### config.mk
export PLATFORM = sky130hd
export DESIGN_NAME = rsq_ctrl
export DESIGN_NICKNAME = d
export VERILOG_FILES = /design/src/logic/rsq_pkg.sv /design/src/logic/rsq_ctrl.sv /design/src/logic/rsq_timer.sv
export SDC_FILE = /design/constraint.sdc
export NUM_CORES = 1
export LEC_CHECK = 0
export BUFFER_PORTS_ARGS = -buffer_cell sky130_fd_sc_hd__buf_2
export CORE_MARGIN = 4
export CORE_UTILIZATION = 53
export CTS_CLUSTER_SIZE = 14
export DETAILED_ROUTE_END_ITERATION = 10
export GPL_ROUTABILITY_DRIVEN = 0
export GPL_TIMING_DRIVEN = 0
export PLACE_DENSITY = 0.9
export SYNTH_ARGS = -nofsm -noshare
export SYNTH_HDL_FRONTEND = slang
export SYNTH_SLANG_ARGS = --single-unit
export TNS_END_PERCENT = 100
### constraint.sdc
create_clock -name mclk_i -period 2.4 [get_ports mclk_i]
set_clock_uncertainty 0.1 [all_clocks]
set_input_delay 0.48 -clock mclk_i [delete_from_list [all_inputs] [get_ports mclk_i]]
set_output_delay 0.48 -clock mclk_i [all_outputs]
set_load 0.02 [all_outputs]
### src/logic/rsq_pkg.sv
package rsq_pkg;

	// Clock and timing figures, times in ns
	localparam int CLK_PERIOD_NS   = 5;
	localparam int RST_MIN_STD_NS  = 100;
	localparam int RST_MIN_LV_NS   = 500;
	localparam int RECOVER_LV_NS   = 500;

	// Least times round up to whole cycles
	localparam int RST_MIN_STD_CYC = (RST_MIN_STD_NS + CLK_PERIOD_NS - 1) / CLK_PERIOD_NS;
	localparam int RST_MIN_LV_CYC  = (RST_MIN_LV_NS + CLK_PERIOD_NS - 1) / CLK_PERIOD_NS;
	localparam int RECOVER_LV_CYC  = (RECOVER_LV_NS + CLK_PERIOD_NS - 1) / CLK_PERIOD_NS;

	// Widths
	localparam int ADDR_W   = 8;
	localparam int DATA_W   = 32;
	localparam int CNT_W    = 10;
	localparam int EXTRA_W  = 8;
	localparam int REFUSE_W = 16;
	localparam int SEL_W    = 11;

	// Register offsets, byte addresses
	localparam logic [7:0] OFS_CTRL   = 8'h00;
	localparam logic [7:0] OFS_STAT   = 8'h04;
	localparam logic [7:0] OFS_EXTRA  = 8'h08;
	localparam logic [7:0] OFS_REFUSE = 8'h0c;
	localparam logic [7:0] OFS_SELS   = 8'h10;

	// Control register fields
	localparam int CTRL_GO      = 0;
	localparam int CTRL_POL_HI  = 1;
	localparam int CTRL_PDOWN   = 2;
	localparam int CTRL_HOLD    = 3;
	localparam int CTRL_CHK_EN  = 4;

	// Status register fields
	localparam int STAT_IN_RST  = 0;
	localparam int STAT_RECOV   = 1;
	localparam int STAT_READY   = 2;
	localparam int STAT_PDOWN   = 3;
	localparam int STAT_SEL_ERR = 4;
	localparam int STAT_LV      = 5;

	// Reset values, refusal count limit and parked select level
	localparam logic [4:0]          CTRL_RST   = 5'h00;
	localparam logic [EXTRA_W-1:0]  EXTRA_RST  = 8'h00;
	localparam logic [REFUSE_W-1:0] REFUSE_MAX = 16'hffff;
	localparam logic [SEL_W-1:0]    SEL_ALL_HI = 11'h7ff;

	// Sequencer states
	typedef enum logic [2:0] {
		RSQ_LOAD,
		RSQ_ASSERT,
		RSQ_RECOVER,
		RSQ_READY,
		RSQ_PDOWN
	} rsq_state_t;

endpackage

### src/logic/rsq_ctrl.sv
`timescale 1ns/100ps
// Summary of operation
// (RQ1) Device reset is asynchronous, initializes everything
// (RQ2) Standard part: hold reset at least 100 ns
// (RQ3) Standard part usable right after release
// (RQ4) Standard part: reset polarity is selectable
// (RQ5) Low-voltage part: hold reset at least 500 ns
// (RQ6) Low-voltage part: wait 500 ns after release
// (RQ7) Low-voltage part: active-low reset only
// (RQ8) No access before device leaves reset
// (RQ9) Device floats or parks pins during reset
// (RQ10) Pins follow normal function after reset
// (RQ11) Internal selects held inactive during reset
// (RQ12) Reset clears all port-space registers
// (RQ13) Drive both resets actively, not RC
// (RQ14) Build parameter picks standard or low-voltage
// (RQ15) Chip-select input high enters power-down
module rsq_ctrl #(
	parameter bit LOW_VOLTAGE = 1'b0
) (
	input  wire logic                           mclk_i,
	input  wire logic                           srst_i,
	// Register port
	input  wire logic [rsq_pkg::ADDR_W-1:0]     addr_i,
	input  wire logic [rsq_pkg::DATA_W-1:0]     wdata_i,
	input  wire logic                           wr_i,
	input  wire logic                           rd_i,
	output logic      [rsq_pkg::DATA_W-1:0]     rdata_o,
	// User access gate
	input  wire logic                           access_req_i,
	output logic                                access_grant_o,
	output logic                                ready_o,
	// Device pins
	input  wire logic [rsq_pkg::SEL_W-1:0]      decoder_select_outputs_i,
	output logic                                dev_reset_o,
	output logic                                dev_csi_o
);

	// Variant-dependent timing
	localparam int MIN_CYC = LOW_VOLTAGE ? rsq_pkg::RST_MIN_LV_CYC
	                                     : rsq_pkg::RST_MIN_STD_CYC; // RQ14
	localparam logic [rsq_pkg::CNT_W-1:0] MIN_CNT = MIN_CYC[rsq_pkg::CNT_W-1:0];
	localparam logic [rsq_pkg::CNT_W-1:0] REC_CNT =
		rsq_pkg::RECOVER_LV_CYC[rsq_pkg::CNT_W-1:0];

	// Registers
	rsq_pkg::rsq_state_t               state_reg;
	rsq_pkg::rsq_state_t               state_next;
	logic [4:0]                        ctrl_reg;
	logic [4:0]                        ctrl_next;
	logic [rsq_pkg::EXTRA_W-1:0]       extra_reg;
	logic [rsq_pkg::EXTRA_W-1:0]       extra_next;
	logic [rsq_pkg::REFUSE_W-1:0]      refuse_reg;
	logic [rsq_pkg::REFUSE_W-1:0]      refuse_next;
	logic                              pol_reg;
	logic                              pol_next;
	logic                              sel_err_reg;
	logic                              sel_err_next;
	logic [rsq_pkg::SEL_W-1:0]         sel_meta_reg;
	logic [rsq_pkg::SEL_W-1:0]         sel_sync_reg;
	logic                              dev_reset_reg;
	logic                              dev_reset_next;
	logic                              csi_reg;
	logic                              ready_reg;
	logic                              grant_reg;
	logic [rsq_pkg::DATA_W-1:0]        rdata_reg;
	logic [rsq_pkg::DATA_W-1:0]        rdata_next;

	// Decode and timer wires
	logic                              wr_ctrl;
	logic                              wr_stat;
	logic                              wr_extra;
	logic                              wr_refuse;
	logic                              go_cmd;
	logic                              hold;
	logic                              timer_load;
	logic [rsq_pkg::CNT_W-1:0]         timer_value;
	logic                              timer_busy;
	logic                              in_reset;
	logic                              refused;
	logic                              sel_bad;
	logic [5:0]                        stat_word;

	// Address decode
	assign wr_ctrl   = wr_i && (addr_i == rsq_pkg::OFS_CTRL);
	assign wr_stat   = wr_i && (addr_i == rsq_pkg::OFS_STAT);
	assign wr_extra  = wr_i && (addr_i == rsq_pkg::OFS_EXTRA);
	assign wr_refuse = wr_i && (addr_i == rsq_pkg::OFS_REFUSE);
	assign go_cmd    = wr_ctrl && wdata_i[rsq_pkg::CTRL_GO];
	assign hold      = ctrl_reg[rsq_pkg::CTRL_HOLD];

	// Go bit is a command and never stored
	assign ctrl_next = wr_ctrl ? {wdata_i[4:1], 1'b0} : ctrl_reg;
	assign extra_next = wr_extra ? wdata_i[rsq_pkg::EXTRA_W-1:0] : extra_reg;

	// Sequencer
	always_comb begin
		state_next = state_reg;
		case (state_reg)
			rsq_pkg::RSQ_LOAD: begin
				state_next = rsq_pkg::RSQ_ASSERT;
			end
			rsq_pkg::RSQ_ASSERT: begin
				// Hold bit stretches the pulse without limit
				if (!timer_busy && !hold) begin
					state_next = LOW_VOLTAGE ? rsq_pkg::RSQ_RECOVER
					                         : rsq_pkg::RSQ_READY; // RQ3 RQ6
				end
			end
			rsq_pkg::RSQ_RECOVER: begin
				if (!timer_busy) begin
					state_next = rsq_pkg::RSQ_READY; // RQ6 RQ10
				end
			end
			rsq_pkg::RSQ_READY: begin
				if (ctrl_reg[rsq_pkg::CTRL_PDOWN]) begin
					state_next = rsq_pkg::RSQ_PDOWN; // RQ15
				end
			end
			rsq_pkg::RSQ_PDOWN: begin
				if (!ctrl_reg[rsq_pkg::CTRL_PDOWN]) begin
					state_next = rsq_pkg::RSQ_READY; // RQ15
				end
			end
			default: begin
				state_next = rsq_pkg::RSQ_LOAD;
			end
		endcase
		// A new pulse may be started from any state
		if (go_cmd) begin
			state_next = rsq_pkg::RSQ_LOAD;
		end
	end

	// Timer loads: pulse length in LOAD, recovery on leaving ASSERT
	assign timer_load  = (state_reg == rsq_pkg::RSQ_LOAD) ||
	                     ((state_reg == rsq_pkg::RSQ_ASSERT) &&
	                      (state_next == rsq_pkg::RSQ_RECOVER));
	assign timer_value = (state_reg == rsq_pkg::RSQ_LOAD)
	                     ? MIN_CNT + {2'b00, extra_reg} // RQ2 RQ5
	                     : REC_CNT; // RQ6

	rsq_timer u_timer (
		.mclk_i  (mclk_i),
		.srst_i  (srst_i),
		.load_i  (timer_load),
		.value_i (timer_value),
		.busy_o  (timer_busy)
	);

	// Polarity is latched only as a pulse starts, so a change never glitches the pin
	assign pol_next = (state_next == rsq_pkg::RSQ_LOAD)
	                  ? (LOW_VOLTAGE ? 1'b0 : ctrl_next[rsq_pkg::CTRL_POL_HI]) // RQ4 RQ7
	                  : pol_reg;

	// Reset pin level: asserted level equals the polarity bit
	assign in_reset = (state_next == rsq_pkg::RSQ_LOAD) ||
	                  (state_next == rsq_pkg::RSQ_ASSERT);
	assign dev_reset_next = in_reset ? pol_next : ~pol_next; // RQ1 RQ13

	// Accesses while the device is not usable are refused and counted
	assign refused = access_req_i && (state_reg != rsq_pkg::RSQ_READY); // RQ8
	assign refuse_next = wr_refuse ? '0 :
	                     (refused && (refuse_reg != rsq_pkg::REFUSE_MAX))
	                     ? refuse_reg + 1'b1 : refuse_reg;

	// Standard part parks CMOS selects high near the end of the pulse;
	// only checked there so the synchroniser has settled
	assign sel_bad = !LOW_VOLTAGE && ctrl_reg[rsq_pkg::CTRL_CHK_EN] &&
	                 (state_reg == rsq_pkg::RSQ_ASSERT) && !timer_busy &&
	                 (sel_sync_reg != rsq_pkg::SEL_ALL_HI); // RQ9 RQ11
	// Set wins over a write-one clear
	assign sel_err_next = sel_bad ||
	                      (sel_err_reg && !(wr_stat && wdata_i[rsq_pkg::STAT_SEL_ERR]));

	// Status word
	assign stat_word = {LOW_VOLTAGE,
	                    sel_err_reg,
	                    state_reg == rsq_pkg::RSQ_PDOWN,
	                    state_reg == rsq_pkg::RSQ_READY,
	                    state_reg == rsq_pkg::RSQ_RECOVER,
	                    (state_reg == rsq_pkg::RSQ_LOAD) || (state_reg == rsq_pkg::RSQ_ASSERT)};

	// Read mux, unmapped offsets read zero
	always_comb begin
		rdata_next = '0;
		if (rd_i) begin
			case (addr_i)
				rsq_pkg::OFS_CTRL:   rdata_next[4:0] = ctrl_reg;
				rsq_pkg::OFS_STAT:   rdata_next[5:0] = stat_word;
				rsq_pkg::OFS_EXTRA:  rdata_next[rsq_pkg::EXTRA_W-1:0] = extra_reg;
				rsq_pkg::OFS_REFUSE: rdata_next[rsq_pkg::REFUSE_W-1:0] = refuse_reg;
				rsq_pkg::OFS_SELS:   rdata_next[rsq_pkg::SEL_W-1:0] = sel_sync_reg;
				default:             rdata_next = '0;
			endcase
		end
	end

	// Sequencer and pin state; srst starts a device reset pulse
	always_ff @(posedge mclk_i) begin
		if (srst_i) begin
			state_reg     <= rsq_pkg::RSQ_LOAD;
			pol_reg       <= 1'b0;
			dev_reset_reg <= 1'b0;
			csi_reg       <= 1'b0;
			ready_reg     <= 1'b0;
			grant_reg     <= 1'b0;
		end else begin
			state_reg     <= state_next;
			pol_reg       <= pol_next;
			dev_reset_reg <= dev_reset_next;
			csi_reg       <= (state_next == rsq_pkg::RSQ_PDOWN); // RQ15
			ready_reg     <= (state_next == rsq_pkg::RSQ_READY); // RQ8 RQ10
			grant_reg     <= access_req_i && (state_reg == rsq_pkg::RSQ_READY); // RQ8
		end
	end

	// Software-visible registers
	always_ff @(posedge mclk_i) begin
		if (srst_i) begin
			ctrl_reg    <= rsq_pkg::CTRL_RST;
			extra_reg   <= rsq_pkg::EXTRA_RST;
			refuse_reg  <= '0;
			sel_err_reg <= 1'b0;
			rdata_reg   <= '0;
		end else begin
			ctrl_reg    <= ctrl_next;
			extra_reg   <= extra_next;
			refuse_reg  <= refuse_next;
			sel_err_reg <= sel_err_next;
			rdata_reg   <= rdata_next;
		end
	end

	// Two-flop synchroniser for the device select pins
	always_ff @(posedge mclk_i) begin
		if (srst_i) begin
			sel_meta_reg <= '0;
			sel_sync_reg <= '0;
		end else begin
			sel_meta_reg <= decoder_select_outputs_i;
			sel_sync_reg <= sel_meta_reg;
		end
	end

	assign rdata_o        = rdata_reg;
	assign access_grant_o = grant_reg;
	assign ready_o        = ready_reg;
	assign dev_reset_o    = dev_reset_reg;
	assign dev_csi_o      = csi_reg;

endmodule // rsq_ctrl

### src/logic/rsq_timer.sv
`timescale 1ns/100ps
// Down-counter for assertion and recovery intervals
module rsq_timer (
	input  wire logic                       mclk_i,
	input  wire logic                       srst_i,
	input  wire logic                       load_i,
	input  wire logic [rsq_pkg::CNT_W-1:0]  value_i,
	output logic                            busy_o
);

	logic [rsq_pkg::CNT_W-1:0] cnt_reg;
	logic [rsq_pkg::CNT_W-1:0] cnt_next;

	// Load wins over the running count
	assign cnt_next = load_i ? value_i :
	                  (cnt_reg != '0) ? cnt_reg - 1'b1 : cnt_reg;

	always_ff @(posedge mclk_i) begin
		if (srst_i) begin
			cnt_reg <= '0;
		end else begin
			cnt_reg <= cnt_next;
		end
	end

	// Busy while any cycles remain
	assign busy_o = (cnt_reg != '0);

endmodule // rsq_timer

### Word level (Yosys, flattened, before mapping)

Cells that the tools add are included.

* register bits: 101
* word-level logic and storage cells: 84

* add/sub/neg operators: 3
* eq/ne operators: 15
* muxes and demuxes: 16
* bitwise logic cells: 3
* reductions and logical operators: 30

Operator list (count)
* 5-bit one-hot mux with 5 select lines: 1
* 10-bit 2-to-1 mux: 2
* 16-bit by 1-bit adder with 16-bit output (second input constant): 1
* 8-bit by 4-bit == test with 1-bit output (second input constant): 2
* 16-bit != test (second input constant): 1
* 1-bit logical AND: 15
* 3-bit 2-to-1 mux: 5
* 3-bit one-hot mux with 5 select lines: 1
* 3-bit by 2-bit == test with 1-bit output (second input constant): 4
* 11-bit != test (second input constant): 1
* 10-bit nonzero test: 1
* 10-bit by 1-bit subtractor with 10-bit output (second input constant): 1
* 5-bit by 8-bit adder with 9-bit output (first input constant): 1
* 9-bit 2-to-1 mux: 1
* 8-bit by 3-bit == test with 1-bit output (second input constant): 1
* 8-bit by 5-bit == test with 1-bit output (second input constant): 1
* 8-bit zero test: 1
* 3-bit by 1-bit == test with 1-bit output (second input constant): 2
* 3-bit == test (second input constant): 2
* 3-bit zero test: 2
* 2-bit one-hot mux with 3 select lines: 1
* 3-bit one-hot mux with 2 select lines: 1
* 1-bit logical OR: 4
* 2-bit OR reduction: 2
* 8 further kinds: 13

### Longest topological paths before layout

Gate-level depths: netlist of the first run.

* depth after elaboration: 10
* depth in mapped cells: 7

### Modules after synthesis

Synthesis of the first run repeated with hierarchy kept, for this count alone.

* cells, all modules: 438
* area total of the unflattened synthesis: 3873.7 µm²

By module, submodules not included
* rsq_ctrl: times used 1, cells an instance 370, area each 3304.4 µm², sequential area each 1501.4 µm²
* rsq_timer: times used 1, cells an instance 68, area each 569.3 µm², sequential area each 200.2 µm²

### Worst setup path after synthesis of the first run

No wires, ideal clock.

* path type: in2reg
* from: input port addr_i[5] (netlist bit)
* to: register dev_reset_reg (netlist: dev_reset_o)
* data arrival time: 1.726 ns
* setup slack: 0.456 ns
* cell stages on the path: 5
* path buffers: 0
* cell sequence: nor4b_2 > nand4b_2 > o221ai_1 > o21ai_0 > a32o_1

* cells in the longest elaborated chain, start to end: 8

RTL lines
* start, declared: line rsq_ctrl.sv:24 `input wire logic [rsq_pkg::ADDR_W-1:0] addr_i,`
* 8-bit zero test (*): line rsq_ctrl.sv:85 `assign wr_ctrl = wr_i && (addr_i == rsq_pkg::OFS_CTRL);`
* 1-bit logical AND (*): line rsq_ctrl.sv:85
* 1-bit logical AND: line rsq_ctrl.sv:89 `assign go_cmd = wr_ctrl && wdata_i[rsq_pkg::CTRL_GO];`
* 3-bit 2-to-1 mux: line rsq_ctrl.sv:130 `if (go_cmd) begin`
* 3-bit zero test: line rsq_ctrl.sv:152, rsq_ctrl.sv:157
* 1-bit 2-to-1 mux: line rsq_ctrl.sv:153 `? (LOW_VOLTAGE ? 1'b0 : ctrl_next[rsq_pkg::CTRL_POL_HI])`
* 1-bit inverter: line rsq_ctrl.sv:159 `assign dev_reset_next = in_reset ? pol_next : ~pol_next;`
* 1-bit 2-to-1 mux (*): line rsq_ctrl.sv:159
* end signal, assigned: line rsq_ctrl.sv:211 `dev_reset_reg <= dev_reset_next;`
* end, declared: line rsq_ctrl.sv:61 `logic dev_reset_reg;`

Mark *: on every way between the ends. The rest lies on a longest branch, timed or not.
A chain may end at the register's enable or synchronous reset.

### Worst setup path after layout of the first run

* from: register state_reg[1]
* to: register u_timer.cnt_reg[5] (netlist bit)

* cells in the longest elaborated chain, start to end: 7

RTL lines
* start, declared: line rsq_ctrl.sv:47 `rsq_pkg::rsq_state_t state_reg;`
* start signal, assigned: line rsq_ctrl.sv:202 `state_reg <= rsq_pkg::RSQ_LOAD;`
* start signal, assigned: line rsq_ctrl.sv:209 `state_reg <= state_next;`
* 3-bit == test (tied with other cells): line rsq_ctrl.sv:99 `case (state_reg)`
* 3-bit one-hot mux with 5 select lines: line rsq_ctrl.sv:99
* 3-bit 2-to-1 mux: line rsq_ctrl.sv:130
* 3-bit by 2-bit == test with 1-bit output: line rsq_ctrl.sv:138 `(state_next == rsq_pkg::RSQ_RECOVER));`
* 1-bit logical AND: line rsq_ctrl.sv:137 `((state_reg == rsq_pkg::RSQ_ASSERT) &&`
* 1-bit logical OR: line rsq_ctrl.sv:136 `assign timer_load = (state_reg == rsq_pkg::RSQ_LOAD) ||`
* 10-bit 2-to-1 mux / 2-bit nonzero test (equally long branches)
* end signal, assigned: line rsq_timer.sv:22 `cnt_reg <= cnt_next;`
* end, declared: line rsq_timer.sv:11 `logic [rsq_pkg::CNT_W-1:0] cnt_reg;`

Several ways; a longest one is shown, not always the timed one.

==> flow_summary.toml, run 1 <==
[detailed_routing]
routed_wl_mm = 8.69
dr.pass1.iters = 5
postRouteAntennaNets = 0
viasPerCell = 5.41
post_drt_wl_per_cell_um = 14.3
drtIter0Drc = 271
via_count = 3296
drc = 0

[cells_and_area]
nFillCells = 564
final_common_cell = "dfxtp_1"
multiInputGateArea_um2 = 1940
layout_common_cells = "dfxtp_1 (85), buf_2 (52), nor2_1 (47), nand2_1 (44), nor2b_1 (29)"
syn_to_final_growth_pct = 17.6
diodes = 0
register_area_um2 = 1700
layout.nets = 568
layout-drive-gt1-share_pct = 17.5

[run_status]
status = "finished clean"

[floorplan]
core_area_um2 = 6870
die_height_um = 92.7
die_x_um = 92.7
io_pins = 92
num_rows = 30
initial_core_util_pct = 55.4
dieArea_um2 = 8590

[setup_path]
start_kind = "flip-flop"
worstPathMaxFanout = 10
slowest_delay_ps = 1000
critPathTopFamily = "simple AND/OR/NAND/NOR gates"
arrival_ps = 2330
crit_buf_inv = 1
critPathCaptureType = "flip-flop"
crit_required_ps = 2560
slowest_stage = "nor3_1"
worstSetupPathType = "reg2reg"
crit_chain = "clkbuf_1 > nor3_1 > a21oi_1 > a221oi_1"

[synth]
async_flop_share_pct = 0
ys_types = 55
synth_edf_count = 0
synth.cell_area_um2 = 3800
ys.flop_type = "dfxtp_1"
ys_seq_elements = 85
ys_warn_count = 0
synth_seq_area_share_pct = 44.8
postSynthAreaPerCell_um2 = 8.80
netlist_instances = 432

[sta]
worst_pin_slew_ps = 1200
max_freq_mhz = 461
tns_ps = 0
slew_headroom_pct = 19.6
setup_viol = 0
hold_viol = 0
slew_violations = 0
fin_crit_sh_pct = 90.4
post-route-min-period_ps = 2170
rsz0062_at_grt = "no"

[global_route]
gr-total-overflow = 0
grt_usage_pct = 21.0
antenna_found_initial = 0
grt_pass1_wl_mm = 14.3
grt_max_degree = 15
grt_pass1_vias = 3108

[worst_hold_path]
hp-class = "in2reg"

[cts]
path_clk_slew_ps = 80
clock_path_buffers = 2
clock_sinks = 85
cts_tree = "done"
clk_latency_ps = 360
cts_root_buf = "clkbuf_8"
cts_buffers = 9
h-tree-depth = 3
cts_resized = 0
cts_hold_buf = 0
cts_setup_buffers = 0

[pwr]
vdd_drop_max_uv = 551
power.leakage_nw = 1.80
totalPowerFinal_mw = 3.79
power_density_nw_per_um2 = 847

[run]
maxCapViolCount = 0

[place]
hpwlAfterDp_mm = 6.37
io_buffers = 50
[final timing paths]
| check | startpoint | end | slack (ps) | depth (start not counted) |
|---|---|---|---|---|
| hold reg to reg | sel_meta_reg[10]$_SDFF_PP0_ | sel_sync_reg[10]$_SDFF_PP0_ | 330 | 1 |
| setup / recovery | state_reg[1]$_SDFF_PP0_ | u_timer.cnt_reg[5]$_SDFFE_PP0P_ | 230 | 4 |
| hold / removal | decoder_select_outputs_i[1] | sel_meta_reg[1]$_SDFF_PP0_ | 220 | 2 |
| setup reg to reg | state_reg[1]$_SDFF_PP0_ | u_timer.cnt_reg[5]$_SDFFE_PP0P_ | 230 | 4 |
[logic make-up after synthesis]
family	count (synthesis)	synth area share, %
mux	10	2.63
compound gates	86	15.1
fa+ha+maj	4	1.32
simple gates	182	25.3
buf+inv	42	5.79
other cells	1	0.0986
xor+xnor	22	5.07
flops	85	44.8
[where the power goes]
group	internal [mW]	leakage [nW]	switching, mW
clock network	0.676	0.123	0.494
logic	0.409	0.989	0.559
registers	1.53	0.692	0.116
total	2.62	1.80	1.17
[layout make-up]
class	instances	share of cell area, %
clock inverter	4	1.73
clock buffer	12	3.69
timing repair buffer	50	5.60
inverter	8	0.672
buffer	34	4.25
sequential	85	38.1
tap	96	2.69
multi-input combinational	320	43.3
[per-stage QoR]
| step | setup WS [ps] | hold slack, ps | cells | area, um^2 | util [%] |
|---|---|---|---|---|---|
| after floorplan | 456 | 314 | 447 | 3860 | - |
| after global placement | 47.9 | 324 | 593 | 4230 | 61.6 |
| after detailed placement | -59.6 | 324 | 593 | 4230 | 61.6 |
| after CTS | 319 | 211 | 609 | 4470 | 65.1 |
| after global routing | 73.7 | 209 | 609 | 4470 | 65.1 |
| final | 231 | 221 | 609 | 4470 | 65.1 |
[metal layers]
metal | up-vias | GRT usage, % | part of all wire, %
met2 | 123 | 34.9 | 49
met4 | 0 | 9.16 | 2.4
met5 | - | 0 | 0
met1 | 1517 | 25.5 | 42
met3 | 24 | 5.69 | 6.5
li1 | 1632 | - | -
[synth_stat cells (all sizes together) (4+ instances only)]
library cell | instances | area [um^2]
dfxtp | 85 | 1700
nor2 | 47 | 176
nand2 | 44 | 165
nor2b | 29 | 181
a21oi | 26 | 130
buf | 18 | 130
xnor2 | 18 | 158
o21ai | 17 | 85.1
clkbuf | 16 | 60.1
nor3 | 15 | 86.3
mux2i | 10 | 100
nand3 | 9 | 45.0
inv | 8 | 30.0
a211oi | 7 | 52.6
a22oi | 7 | 52.6
and2 | 7 | 43.8
nand4 | 7 | 43.8
ha | 4 | 50.1
nor3b | 4 | 30.0
o21a | 4 | 30.0
xor2 | 4 | 35.0
[worst register-to-register path: stages, from the launching register on]
cell,delay [ps]
dfxtp_1,330
clkbuf_1,210
nor3_1,1000
a21oi_1,120
a221oi_1,310
(Power assumes the default switching activity.)
==> run 2, diff against run 1 <==
- SYNTH_HIERARCHICAL: not set -> 1
==> flow_summary.toml, run 2 <==
[pwr]
power_density_nw_per_um2 = 768
vdd_drop_max_uv = 397
power.leakage_nw = 1.89

[synth]
ys.flop_type = "dfxtp_1"
postSynthAreaPerCell_um2 = 8.84
ys_warn_count = 6
synth.cell_area_um2 = 3870
ys_types = 58
netlist_instances = 438
synth.top_cells.by_area = "dfxtp_1 (44%), nor2_1 (4.8%), nor2b_1 (4.7%), buf_4 (3.3%), nand2_1 (3.3%)"
synth_seq_area_share_pct = 43.9
synth_top_area_cell = "dfxtp_1"
ys_seq_elements = 85
async_flop_share_pct = 0
synth_edf_count = 0
netlist.area_leader.share_pct = 43.9
synth_commonest_cells = "dfxtp_1 (85), nor2_1 (50), nand2_1 (34), nor2b_1 (29), a21oi_1 (20)"
synth_most_common_cell = "dfxtp_1"

[sta]
fin_crit_sh_pct = 97.2
setup_viol = 0
slew_violations = 0
post-route-min-period_ps = 2330
slew_headroom_pct = 56.2
rsz0062_at_grt = "yes"
whs_ps = 221
worst_pin_slew_ps = 651
max_freq_mhz = 428
hold_viol = 0

[detailed_routing]
postRouteAntennaNets = 0
post_drt_wl_per_cell_um = 15.1
viasPerCell = 5.72
drc = 0
via_count = 3532
routed_wl_mm = 9.32
dr.pass1.iters = 5
drtIter0Drc = 258

[cts]
cts_tree = "done"
clk_latency_ps = 360
cts_buffers = 9
clock_path_buffers = 2
clock_sinks = 85
cts_root_buf = "clkbuf_8"
h-tree-depth = 3
cts_hold_buf = 0
path_clk_slew_ps = 80

[setup_path]
rr_worst_depth = 10
rr_endpoint = "dev_reset_o$_SDFF_PP0_"
worstSetupPathType = "reg2reg"
crit_end = "dev_reset_o$_SDFF_PP0_"
critPathCaptureType = "flip-flop"
crit_start = "u_timer/cnt_reg[0]$_SDFFE_PP0P_"
crit_required_ps = 2520
reg2reg_setup_slack_ps = 70
worstPathMaxFanout = 6
start_kind = "flip-flop"
timing.rr.start = "u_timer/cnt_reg[0]$_SDFFE_PP0P_"
arrival_ps = 2460

[floorplan]
core_area_um2 = 6940
initial_core_util_pct = 55.8
dieArea_um2 = 8740
die_height_um = 93.5
num_rows = 30
io_pins = 92
die_x_um = 93.5

[place]
io_buffers = 49
place_inst = 599
hpwlAfterDp_mm = 6.74

[cells_and_area]
nFillCells = 579
diodes = 0
syn_to_final_growth_pct = 17.7
final_util_pct = 65.7
final_common_cell = "dfxtp_1"
layout.nets = 577
multiInputGateArea_um2 = 2000
layout-drive-gt1-share_pct = 20.5
layout_common_cells = "dfxtp_1 (83), nor2_1 (50), buf_2 (50), nand2_1 (34), nor2b_1 (29)"
register_area_um2 = 1700
fin_cells = 618

[global_route]
grt_pass1_vias = 3234
antenna_found_initial = 0
grt_max_degree = 15
gr-total-overflow = 0
grt_pass1_wl_mm = 14.9
grt_usage_pct = 21.5

[run_status]
status = "finished clean"

[worst_hold_path]
hp-class = "in2reg"

[run]
maxCapViolCount = 0
==> run 2: layout make-up <==
cell class                 count  area share [%]
clock inverter                 6            1.89
clock buffer                   9            2.72
buffer                        37            4.64
timing repair buffer          53            6.04
multi-input combinational    322            43.9
sequential                    85            37.4
tap                           96            2.63
inverter                      10           0.823
==> run 2: stage by stage <==
| step | power, mW | setup TNS, ps | setup slack (ps) | cell area, um^2 |
|---|---|---|---|---|
| 2_1_floorplan | 2.15 | 0 | 149 | 3930 |
| 3_3_place_gp | 2.29 | -48.6 | -48.6 | 4300 |
| 3_5_place_dp | 2.33 | -182 | -120 | 4300 |
| 4_1_cts | 3.43 | 0 | 29.4 | 4530 |
| 5_1_grt | 3.66 | -65.4 | -53.1 | 4560 |
| 6_report | 3.50 | 0 | 66.1 | 4560 |
==> run 2: report_power, final <==
group	switching [mW]	total [mW]	leakage, nW	internal [mW]
clock	0.505	1.08	0.105	0.580
sequential	0.0903	1.60	0.693	1.51
combinational	0.466	0.818	1.09	0.351
total	1.06	3.50	1.89	2.44
==> run 2: layer usage <==
| metal | vias to the layer above | wire, um | global-route usage (%) |
|---|---|---|---|
| li1 | 1673 | - | - |
| met1 | 1611 | 3700 | 26.1 |
| met2 | 199 | 4340 | 35.9 |
| met3 | 49 | 911 | 4.91 |
| met4 | 0 | 365 | 10.1 |
| met5 | - | 0 | 0 |
==> run 2: critical path: stages (launching register included) <==
cell and delay (ps):
dfxtp_2 350, inv_2 80, ha_4 140, or4b_4 480, nor3_4 220, inv_2 110, nor3b_2 180, nor2_1 70
and2_1 150, o211ai_1 190, o311ai_1 120
==> run 2: worst min-delay path by stage <==
stage,start,endpoint,slack (ps),depth (start not counted)
finish,decoder_select_outputs_i[5],sel_meta_reg[5]$_SDFF_PP0_,220,2
global route,decoder_select_outputs_i[4],sel_meta_reg[4]$_SDFF_PP0_,210,2
CTS,decoder_select_outputs_i[4],sel_meta_reg[4]$_SDFF_PP0_,220,2
detailed placement,sel_meta_reg[7]$_SDFF_PP0_,sel_sync_reg[7]$_SDFF_PP0_,320,1
global placement,sel_meta_reg[1]$_SDFF_PP0_,sel_sync_reg[1]$_SDFF_PP0_,320,1
floorplan,sel_meta_reg[0]$_SDFF_PP0_,sel_sync_reg[0]$_SDFF_PP0_,310,1
==> run 2: timing repair <==
| action | 4_1_cts | 5_1_grt |
|---|---|---|
| endpoints found under the setup margin | 3 | 3 |
| gates resized for setup | 1 | 7 |
| buffers inserted | 2 | 2 |
| pin swaps | 1 | 7 |
==> run 2: cells by family (layout without fill, tap and decap cells) <==
logic type	after synthesis	in the layout	synth area share, %
AOI/OAI and AO/OA	73	73	12.8
xor gates and xnor gates	17	17	3.84
adders and majority gates	3	3	0.969
buffers and inverters	47	115	6.43
DFF	85	85	43.9
muxes	17	17	4.55
other	1	17	0.0968
and+or+nand+nor	195	195	27.4
